File: config.mk
export PLATFORM = sky130hd
export DESIGN_NAME = usp_serial_port
export DESIGN_NICKNAME = d
export VERILOG_FILES = /design/src/usp_pkg.sv /design/src/usp_serial_port.sv
export SDC_FILE = /design/constraint.sdc
export NUM_CORES = 1
export LEC_CHECK = 0
export BUFFER_PORTS_ARGS = -buffer_cell sky130_fd_sc_hd__buf_4
export CAP_MARGIN = 20
export CORE_MARGIN = 2
export CORE_UTILIZATION = 55
export CTS_CLUSTER_DIAMETER = 60
export CTS_CLUSTER_SIZE = 14
export DETAILED_ROUTE_END_ITERATION = 10
export GPL_TIMING_DRIVEN = 0
export HOLD_SLACK_MARGIN = 0.08
export PLACE_DENSITY = 0.87
export SYNTH_ARGS = -nofsm -noshare
export SYNTH_HDL_FRONTEND = slang
export SYNTH_SLANG_ARGS = --single-unit
File: constraint.sdc
create_clock -name pclk -period 7.5 [get_ports pclk]
set_input_delay 1.125 -clock pclk [delete_from_list [all_inputs] [get_ports pclk]]
set_output_delay 1.125 -clock pclk [all_outputs]
set_load 0.03 [all_outputs]
File: src/usp_pkg.sv
// constants, types and register map of the asynchronous serial port
// assumes a 100 MHz pclk acting as the oscillator and an APB master with 32-bit data
package usp_pkg;
  // --------------------------------------------------------------
  // register indices and APB byte addresses (index times four)
  // --------------------------------------------------------------
  localparam logic [7:0] IX_POWER_CONTROL_REG = 8'h87;
  localparam logic [7:0] IX_TH1 = 8'h8d;
  localparam logic [7:0] IX_SERIAL_CONTROL = 8'h98;
  localparam logic [7:0] IX_SERIAL_DATA_BUFFER = 8'h99;
  localparam logic [7:0] IX_IE = 8'ha8;
  localparam logic [7:0] IX_IP = 8'hb8;
  localparam logic [11:0] A_POWER_CONTROL_REG = {2'h0, IX_POWER_CONTROL_REG, 2'h0};
  localparam logic [11:0] A_TH1 = {2'h0, IX_TH1, 2'h0};
  localparam logic [11:0] A_SERIAL_CONTROL = {2'h0, IX_SERIAL_CONTROL, 2'h0};
  localparam logic [11:0] A_SERIAL_DATA_BUFFER = {2'h0, IX_SERIAL_DATA_BUFFER, 2'h0};
  localparam logic [11:0] A_IE = {2'h0, IX_IE, 2'h0};
  localparam logic [11:0] A_IP = {2'h0, IX_IP, 2'h0};
  // --------------------------------------------------------------
  // field positions and reset values
  // --------------------------------------------------------------
  localparam int SC_HI = 7;
  localparam int SC_LO = 6;
  localparam int SC_SM2 = 5;
  localparam int SC_REN = 4;
  localparam int SC_TB8 = 3;
  localparam int SC_RB8 = 2;
  localparam int SC_TI = 1;
  localparam int SC_RI = 0;
  localparam int IE_EA = 7;
  localparam int IE_ES = 4;
  localparam int IP_PS = 4;
  localparam int PC_BAUD_DOUBLER = 7;
  localparam logic [7:0] REG8_RST = 8'h00;
  // --------------------------------------------------------------
  // cycle counts
  // --------------------------------------------------------------
  localparam logic [3:0] MC_LAST = 4'hb;       // 12 oscillator periods per timer count
  localparam logic [1:0] M2_LAST_DBL = 2'h1;   // 32 periods per bit / 16 ticks
  localparam logic [1:0] M2_LAST_STD = 2'h3;   // 64 periods per bit / 16 ticks
  localparam logic [3:0] TICK_LAST = 4'hf;     // 16 ticks per bit
  localparam logic [3:0] SMP_A = 4'h7;
  localparam logic [3:0] SMP_B = 4'h8;
  localparam logic [3:0] SMP_C = 4'h9;
  localparam logic [3:0] BITS_10 = 4'ha;
  localparam logic [3:0] BITS_11 = 4'hb;
  localparam logic [3:0] IX_NINTH = 4'h9;
  // --------------------------------------------------------------
  // types
  // --------------------------------------------------------------
  typedef enum logic [1:0] {
    MODE0 = 2'h0, MODE1 = 2'h1, MODE2 = 2'h2, MODE3 = 2'h3
  } usp_mode_type;
  typedef enum logic [1:0] {RX_IDLE = 2'b01, RX_BUSY = 2'b10} usp_rx_state_type;
  typedef struct packed {
    logic psel;
    logic penable;
    logic pwrite;
    logic [11:0] paddr;
    logic [31:0] pwdata;
  } usp_apb_req_type;
endpackage

File: src/usp_serial_port.sv
// asynchronous serial port modes 1 to 3 with timer 1 baud source, APB register slave
// assumes rxd comes from a pin (synchronised here) and pclk is the oscillator
// Operation
// - modes 2 and 3 frame: start, eight data, ninth bit, stop
// - mode 2 bit rate is clock over 32 when doubled, else 64
// - buffer write loads start 0, stop 1, ninth bit from control
// - at stop, load buffer and ninth flag if receive flag and filter clear
// - word arriving while receive flag set is discarded
// - with filter set, only words with ninth bit one are accepted
// - mode 3 eleven bits, mode 1 ten bits, both timer 1 clocked
// - control bits 7 and 6 select mode 0 to 3
// - receiver accepts frames only while receiver-on bit set
// - timer overflow divided by 16 when doubled, else 32
// - overflow when count passes all ones
// - baud equals doubler factor over 32 of timer overflow rate
// - timer restarts from reload value after each overflow
// - interrupt needs global and serial enable bits
// - priority bit puts serial interrupt at high level
// - start bit accepted if two of samples 7, 8, 9 low
// - bits sent and received least significant first
// - transmit done flag set when stop bit reaches output latch
// - receive flag cleared only by reset or software write of zero
//
// Design decision made here: the APB interface to the registers.
module usp_serial_port (
  input wire logic pclk,
  input wire logic presetn,
  input wire usp_pkg::usp_apb_req_type apb_req,
  output logic [31:0] prdata,
  output logic pready,
  output logic pslverr,
  input wire logic rxd,
  output logic txd,
  output logic serial_irq,
  output logic serial_irq_high
);
  import usp_pkg::*;

  // --------------------------------------------------------------
  // apb decode
  // --------------------------------------------------------------
  logic pready_q, pslverr_q, txd_q, irq_q, irq_hi_q;
  logic [31:0] prdata_q;
  logic [7:0] th1_q, ie_q, ip_q, rbuf_q, t1_q, rx_sh_q;
  logic [1:0] sm_q;
  logic sm2_q, ren_q, tb8_q, rb8_q, ti_q, ri_q, baud_doubler_q;
  wire acc = apb_req.psel & apb_req.penable;
  wire [11:0] adr = apb_req.paddr;
  wire hit_th1 = adr == A_TH1;
  wire hit_serial_control = adr == A_SERIAL_CONTROL;
  wire hit_serial_data_buffer = adr == A_SERIAL_DATA_BUFFER;
  wire hit_ie = adr == A_IE;
  wire hit_ip = adr == A_IP;
  wire hit_power_control_reg = adr == A_POWER_CONTROL_REG;
  wire hit = hit_th1 | hit_serial_control | hit_serial_data_buffer | hit_ie | hit_ip | hit_power_control_reg;
  wire wr_en = acc & pready_q & apb_req.pwrite;
  wire [7:0] wd = apb_req.pwdata[7:0];
  wire wr_serial_control = wr_en & hit_serial_control;
  wire wr_serial_data_buffer = wr_en & hit_serial_data_buffer;
  wire [7:0] serial_control_v = {sm_q, sm2_q, ren_q, tb8_q, rb8_q, ti_q, ri_q};
  wire [7:0] rd_byte = hit_th1 ? th1_q : hit_serial_control ? serial_control_v : hit_serial_data_buffer ? rbuf_q :
                       hit_ie ? ie_q : hit_ip ? ip_q : hit_power_control_reg ? {baud_doubler_q, 7'h00} : 8'h00;

  always_ff @(posedge pclk or negedge presetn) begin
    if (!presetn) begin
      pready_q <= 1'b0;
      pslverr_q <= 1'b0;
      prdata_q <= 32'h0;
    end else begin
      pready_q <= acc & ~pready_q;
      pslverr_q <= acc & ~pready_q & ~hit;
      if (acc & ~pready_q) begin
        prdata_q <= {24'h0, rd_byte};
      end
    end
  end

  // --------------------------------------------------------------
  // configuration registers
  // --------------------------------------------------------------
  usp_mode_type mode;
  assign mode = usp_mode_type'(sm_q);
  wire ea = ie_q[IE_EA];
  wire es = ie_q[IE_ES];
  wire ps = ip_q[IP_PS];
  wire nine = (mode == MODE2) | (mode == MODE3);
  wire async = mode != MODE0;
  logic tx_last, rx_load, nb;

  always_ff @(posedge pclk or negedge presetn) begin
    if (!presetn) begin
      th1_q <= REG8_RST;
      ie_q <= REG8_RST;
      ip_q <= REG8_RST;
      baud_doubler_q <= 1'b0;
      {sm_q, sm2_q, ren_q, tb8_q} <= 5'h00;
    end else if (wr_en) begin
      if (hit_th1) th1_q <= wd;
      if (hit_ie) ie_q <= wd;
      if (hit_ip) ip_q <= wd;
      if (hit_power_control_reg) baud_doubler_q <= wd[PC_BAUD_DOUBLER];
      if (hit_serial_control) {sm_q, sm2_q, ren_q, tb8_q} <= wd[SC_HI:SC_TB8];
    end
  end

  // flags: a hardware set wins over a software clear in the same cycle
  always_ff @(posedge pclk or negedge presetn) begin
    if (!presetn) begin
      ti_q <= 1'b0;
      ri_q <= 1'b0;
      rb8_q <= 1'b0;
    end else begin
      ti_q <= tx_last | (wr_serial_control ? wd[SC_TI] : ti_q);
      ri_q <= rx_load | (wr_serial_control ? wd[SC_RI] : ri_q);
      rb8_q <= rx_load ? nb : (wr_serial_control ? wd[SC_RB8] : rb8_q);
    end
  end

  // --------------------------------------------------------------
  // baud ticks (16 per bit)
  // --------------------------------------------------------------
  logic [3:0] mc_q;
  logic [1:0] m2_q;
  logic ovf_ph_q;
  wire mc_tick = mc_q == MC_LAST;
  wire t1_ovf = mc_tick & (t1_q == 8'hff);
  wire t1_tick = t1_ovf & (baud_doubler_q | ovf_ph_q);
  wire m2_tick = m2_q == (baud_doubler_q ? M2_LAST_DBL : M2_LAST_STD);
  wire brg_tick = (mode == MODE2) ? m2_tick : (async & t1_tick);

  always_ff @(posedge pclk or negedge presetn) begin
    if (!presetn) begin
      mc_q <= 4'h0;
      m2_q <= 2'h0;
      t1_q <= REG8_RST;
      ovf_ph_q <= 1'b0;
    end else begin
      mc_q <= mc_tick ? 4'h0 : mc_q + 4'h1;
      m2_q <= m2_tick ? 2'h0 : m2_q + 2'h1;
      if (t1_ovf) t1_q <= th1_q;
      else if (mc_tick) t1_q <= t1_q + 8'h01;
      if (t1_ovf) ovf_ph_q <= ~ovf_ph_q;
    end
  end

  // --------------------------------------------------------------
  // transmitter
  // --------------------------------------------------------------
  logic [3:0] txdiv_q, tx_left_q;
  logic [10:0] tx_sh_q;
  wire tx_roll = brg_tick & (txdiv_q == TICK_LAST);
  wire tx_shift = tx_roll & (tx_left_q != 4'h0);
  assign tx_last = tx_shift & (tx_left_q == 4'h1);

  always_ff @(posedge pclk or negedge presetn) begin
    if (!presetn) begin
      txdiv_q <= 4'h0;
      tx_left_q <= 4'h0;
      tx_sh_q <= 11'h7ff;
      txd_q <= 1'b1;
    end else begin
      if (brg_tick) txdiv_q <= txdiv_q + 4'h1;
      if (wr_serial_data_buffer & async) begin
        tx_sh_q <= {1'b1, nine ? tb8_q : 1'b1, wd, 1'b0};
        tx_left_q <= nine ? BITS_11 : BITS_10;
      end else if (tx_shift) begin
        txd_q <= tx_sh_q[0];
        tx_sh_q <= {1'b0, tx_sh_q[10:1]};
        tx_left_q <= tx_left_q - 4'h1;
      end
    end
  end

  // --------------------------------------------------------------
  // receiver
  // --------------------------------------------------------------
  usp_rx_state_type rx_st_q;
  logic rx_m_q, rx_s_q, rx_prev_q, b9_q;
  logic [1:0] vote_q;
  logic [3:0] rx_cnt_q, rx_idx_q;
  wire rx_busy = rx_st_q == RX_BUSY;
  wire maj = (vote_q[1] & vote_q[0]) | ((vote_q[1] | vote_q[0]) & rx_s_q);
  wire smp = rx_busy & brg_tick & (rx_cnt_q == SMP_C);
  wire [3:0] rx_lastix = (nine ? BITS_11 : BITS_10) - 4'h1;
  wire start_seen = ~rx_busy & brg_tick & ren_q & async & rx_prev_q & ~rx_s_q;
  wire bad_start = smp & (rx_idx_q == 4'h0) & maj;
  wire rx_done = smp & (rx_idx_q == rx_lastix);
  assign nb = (rx_idx_q == IX_NINTH) ? maj : b9_q;
  assign rx_load = rx_done & ~ri_q & (~sm2_q | nb);

  always_ff @(posedge pclk or negedge presetn) begin
    if (!presetn) begin
      rx_m_q <= 1'b1;
      rx_s_q <= 1'b1;
      rx_prev_q <= 1'b1;
    end else begin
      rx_m_q <= rxd;
      rx_s_q <= rx_m_q;
      if (brg_tick) rx_prev_q <= rx_s_q;
    end
  end

  always_ff @(posedge pclk or negedge presetn) begin
    if (!presetn) begin
      rx_st_q <= RX_IDLE;
      rx_cnt_q <= 4'h0;
      rx_idx_q <= 4'h0;
      vote_q <= 2'h3;
    end else if (start_seen) begin
      rx_st_q <= RX_BUSY;
      rx_cnt_q <= 4'h1;
      rx_idx_q <= 4'h0;
    end else if (rx_busy & brg_tick) begin
      rx_cnt_q <= rx_cnt_q + 4'h1;
      if (rx_cnt_q == TICK_LAST) rx_idx_q <= rx_idx_q + 4'h1;
      if (rx_cnt_q == SMP_A) vote_q[0] <= rx_s_q;
      if (rx_cnt_q == SMP_B) vote_q[1] <= rx_s_q;
      if (bad_start | rx_done) rx_st_q <= RX_IDLE;
    end
  end

  always_ff @(posedge pclk or negedge presetn) begin
    if (!presetn) begin
      rx_sh_q <= 8'h00;
      b9_q <= 1'b0;
      rbuf_q <= 8'h00;
    end else begin
      if (smp & (rx_idx_q != 4'h0) & (rx_idx_q < IX_NINTH)) begin
        rx_sh_q <= {maj, rx_sh_q[7:1]};
      end
      if (smp & (rx_idx_q == IX_NINTH)) b9_q <= maj;
      if (rx_load) rbuf_q <= rx_sh_q;
    end
  end

  // --------------------------------------------------------------
  // interrupt request and outputs
  // --------------------------------------------------------------
  wire irq_req = ea & es & (ti_q | ri_q);

  always_ff @(posedge pclk or negedge presetn) begin
    if (!presetn) begin
      irq_q <= 1'b0;
      irq_hi_q <= 1'b0;
    end else begin
      irq_q <= irq_req;
      irq_hi_q <= irq_req & ps;
    end
  end

  assign prdata = prdata_q;
  assign pready = pready_q;
  assign pslverr = pslverr_q;
  assign txd = txd_q;
  assign serial_irq = irq_q;
  assign serial_irq_high = irq_hi_q;
endmodule

======== After elaboration in Yosys (flattened, before gate mapping) ========
Cells that the tools add are included.
storage, ports and cells
  output and inout port bits .............. 37
  word-level logic and storage cells ...... 172
  bits in registers ....................... 112
operators by class
  multiplexer cells ....................... 31
  bitwise gates (word level) .............. 57
  equal/unequal tests ..................... 20
  reduce and logical (&&, ||, !) cells .... 20
  $lt $le $gt $ge ......................... 1
  add/sub/neg operators ................... 8
operators by type and width
  operator                count
  $eq A12 B10 Y1 const B  6
  $mux W8                 8
  $and A1 B1 Y1           34
  $mux W4                 8
  $eq A4 B4 Y1 const B    6
  $mux W11                2
  $add A4 B1 Y4 const B   4
  $reduce_and A2 Y1       8
  $or A1 B1 Y1            14
  $reduce_bool A2 Y1      7
  $mux W2                 5
  $not A1 Y1              9
  $add A8 B1 Y8 const B   1
  $eq A8 B8 Y1 const B    1
  $mux W1                 8
  $reduce_bool A4 Y1      2
  $sub A4 B1 Y4 const B   2
  $eq A2 B2 Y1 const B    3
  $reduce_and A3 Y1       2
  $eq A4 B1 Y1 const B    1
  $eq A4 B3 Y1 const B    1
  $eq A4 B4 Y1            1
  $logic_not A4 Y1        1
  $lt A4 B4 Y1 const B    1
  other kinds (2)         2

======== Logic depth before layout (Yosys ltp) ========
  depth in word-level cells ............... 13
  depth in mapped cells ................... 8

======== Worst setup path before layout ========
No wires, ideal clock.
  path type ............................... in2reg
  start ................................... input port apb_req[37] (netlist bit)
  end ..................................... register ie_q[0]
  data arrival time ....................... 2,916 ps
  path slack .............................. 4,459 ps
  stages .................................. 5
  cell sequence ........................... clkbuf_2 > nor4b_1 > nand2_1 > nor3_2 > mux2_2
between the ends
  cells in the longest elaborated chain, start to end .. 2
ends and longest elaborated chain
  element                      RTL line               RTL
  start, declared              usp_serial_port.sv:28  input wire usp_pkg::usp_apb_req_type apb_req,
  $eq A12 B10 Y1               usp_serial_port.sv:52  wire hit_ie = adr == A_IE;
  $reduce_and A2 Y1 (no line)  n/a
  end signal, assigned         usp_serial_port.sv:99  if (hit_ie) ie_q <= wd;
  end, declared                usp_serial_port.sv:44  logic [7:0] th1_q, ie_q, ip_q, rbuf_q, t1_q, rx_sh_q;
Every way passes these cells.
A chain may end at the register's enable or synchronous reset.

======== Final worst setup path ========
  start ................................... input port apb_req[37] (netlist bit)
  end ..................................... register ie_q[5]
The elaborated chain is that of the path after synthesis.

==> flow_summary.toml <==
[placed_design]
place_inst = 684
dp_hpwl_um = 8700
port-buffer-count = 36
placed_area_um2 = 6090
gp_congestion = 0.894
place_ws_ns = 3.89

[route]
drc = 0
antenna_left = 0
first_pass_iters = 5
drt_iter0_drc = 218
avgViaCountPerCell = 5.72
wl_um = 11900
via_count = 4002
post_drt_wl_per_cell_um = 17.0

[clock_tree]
cts_buffer_depth = 2
post_cts.repair.setup_buffers = 0
ctsResizeCount = 0
clk_pin_slew_ns = 0.10
cts_buffers = 9
cts-root-buf = "clkbuf_8"
tritoncts = "yes"
cts-htree-levels = 3
clkLatencyLatePin_ns = 0.39
cts_hold_buffers = 0
clock_sinks = 112

[timing]
fin_skew_ns = 0.0188
min_period_ns = 3.26
slew_headroom_pct = 33.8
setup_tns_ns = 0
fin_ws_ns = 4.24
finalCritPeriodShare_pct = 43.5
rsz0062_at_grt = "no"
setup_viol = 0
hold_violations = 0
hold-worst-slack_ns = 0.362
worst_slew_pin_slew_ns = 0.985
drv_slew = 0
fmax_mhz = 306

[die]
rows = 36
die_w_um = 104
ios = 87
die_area_um2 = 10900
start_util_pct = 56.7
die_y_um = 104
core-area_um2 = 9770

[synth]
synth_area_um2 = 5540
synth_top_area_share_pct = 42.5
synth_top_area_cell = "dfrtp_1"
ys_ff_latch = 112
syn_inst = 491
synth-edff-count = 0
yosysSeqAreaShare_pct = 51.0
ys_warn_count = 0
ys.flop_type = "dfrtp_1"
ys_async_sr_fraction_pct = 100
synth.distinct_cells = 58
avgSynthCellArea_um2 = 11.3
ys_top_cells_by_area = "dfrtp_1 (42%), mux2_2 (11%), dfstp_2 (8.5%)"

[worst_setup_path]
crit_arrival_ns = 3.54
path_cells = "clkbuf_2 > nor4b_1 > nand2_1 > nor3_2 > mux2_2"
crit_path_max_incr_delay_ns = 0.80
start_kind = "input pin"
crit_fanout = 8
path_class = "in -> reg"
slowest_stage = "nor4b_1"
crit_buf_inv = 1
required_ns = 7.77
cp-end-kind = "flop"
critical_path.top_delay_family = "simple AND/OR/NAND/NOR gates"

[outcome]
status = "finished clean"

[finish]
layout.nets = 623
antenna_cells = 0
final_cell_area_um2 = 6280
nFillCells = 717
drive_gt1_share_pct = 28.9
post_layout_nonfiller_instances = 700
syn_to_final_growth_pct = 13.3

[global_routing]
track_usage_pct = 22.9
grt_pass1_wl_um = 19800
grt_max_degree = 61
antenna_found_initial = 0
grt_pass1_vias = 4002
overflow = 0

[power_and_ir_drop]
power.leakage_nw = 3.05
irDropWorstVdd_v = 0.0000876
power_density_nw_per_um2 = 164

[min_path]
worstHoldPathType = "reg -> reg"

[flow_run]
drv_cap = 0
## routing by layer
layer | share of wire (%) | GRT usage, % | vias to the layer above
li1 | - | - | 1861
met1 | 41 | 28.8 | 1963
met2 | 49 | 37.2 | 148
met3 | 6.7 | 4.57 | 30
met4 | 3.6 | 12.3 | 0
met5 | 0 | 0 | -
## sequential cells by signal, indices dropped and copies added (netlist names), 4 cells and up
name,flops
tx_sh_q,11
ie_q,8
ip_q,8
prdata,8
rbuf_q,8
rx_sh_q,8
t1_q,8
th1_q,8
mc_q,4
rx_cnt_q,4
rx_idx_q,4
tx_left_q,4
txdiv_q,4
## cells in the mapped netlist, types with 2 or more instances
cell type / number
or3_1: 3
or3b_2: 2
nor3_1: 7
inv_1: 12
nor4b_1: 2
and3b_1: 4
xnor2_1: 8
nand3_1: 12
nor2b_1: 5
dfrtp_1: 94
o211ai_1: 6
a21o_1: 3
a41oi_1: 2
nand2b_1: 8
xor2_1: 6
mux2_2: 54
nor2_1: 36
and4_1: 2
mux2i_1: 21
nand4_1: 5
and2_1: 2
and3_1: 4
clkbuf_2: 2
nand2_1: 35
dfstp_2: 18
a31oi_1: 2
nand3b_1: 2
ha_1: 11
o21ai_0: 23
a32oi_1: 5
o22ai_1: 5
buf_4: 24
clkbuf_1: 10
o2bb2ai_1: 4
nor3_2: 2
a21oi_1: 27
nor3b_1: 2
## path summary, 6_finish.rpt
check | start | to | slack (ns) | depth (start not counted)
worst max-delay path | apb_req[37] | ie_q[5] | 4.24 | 5
worst min-delay path | rx_m_q | rx_s_q | 0.36 | 0
min in group asynchronous | presetn | rx_cnt_q[1] | 0.76 | 1
worst min register to register | rx_m_q | rx_s_q | 0.36 | 0
worst max register to register | t1_q[0] | rbuf_q[2] | 4.52 | 6
max in group asynchronous | presetn | rbuf_q[7] | 6.03 | 2
## through the flow
| step | total power, mW | util (%) |
|---|---|---|
| floorplan | 0.656 | - |
| global placement | 0.685 | 62.0 |
| detailed placement | 0.688 | 62.3 |
| CTS | 1.04 | 64.2 |
| global route | 1.07 | 64.2 |
| finish | 1.03 | 64.2 |
## cell usage in the layout (no fill, tap or decap), types with 3 or more instances in the layout
cell        n
o21ai_0    23
nand2_1    35
conb_1     24
ha_1       11
a21o_1      3
o2bb2ai_1   4
buf_4      60
clkbuf_8   10
a32oi_1     5
nand2b_1    8
dfstp_2    18
mux2_2     54
inv_6       4
nor2_1     36
nor2b_1     5
mux2i_1    21
a21oi_1    27
or3_1       3
xnor2_1     8
and3b_1     4
o22ai_1     5
nor3_1      7
nand4_1     5
o211ai_1    6
inv_1      12
and3_1      4
xor2_1      6
nand3_1    12
dfrtp_1    94
clkbuf_1   10
## cells by family after synthesis
kind of cell / synth area share (%)
buf+inv: 5.01
compound gates: 10.9
simple gates: 13.4
mux: 14.8
xor+xnor: 2.21
other cells: 0.0677
fa+ha+maj: 2.66
flops: 51.0
## worst reg2reg max path, cell delays in order, from the launching register on
cell,delay [ns]
dfrtp_1,0.46
ha_1,0.22
nand3_1,0.17
nor4_4,0.68
o2111ai_4,0.24
a2111oi_4,0.70
mux2_2,0.42
## layout make-up
type / count / area, um^2 / area share [%]
Sequential cell: 112 / 2830 / 45.0
Multi-Input combinational cell: 353 / 2520 / 40.2
Timing Repair Buffer: 37 / 298 / 4.74
Buffer: 37 / 233 / 3.71
Tap cell: 133 / 166 / 2.65
Clock buffer: 10 / 138 / 2.19
Clock inverter: 6 / 48.8 / 0.777
Inverter: 12 / 45.0 / 0.718
## where the power goes
group          switching [mW]  leakage (nW)  internal, mW
registers            0.000864          1.46         0.606
logic                  0.0471          1.49        0.0235
clock network           0.218        0.0981         0.135
total                   0.266          3.05         0.764
Note: power is estimated with default switching activity, not from simulation.
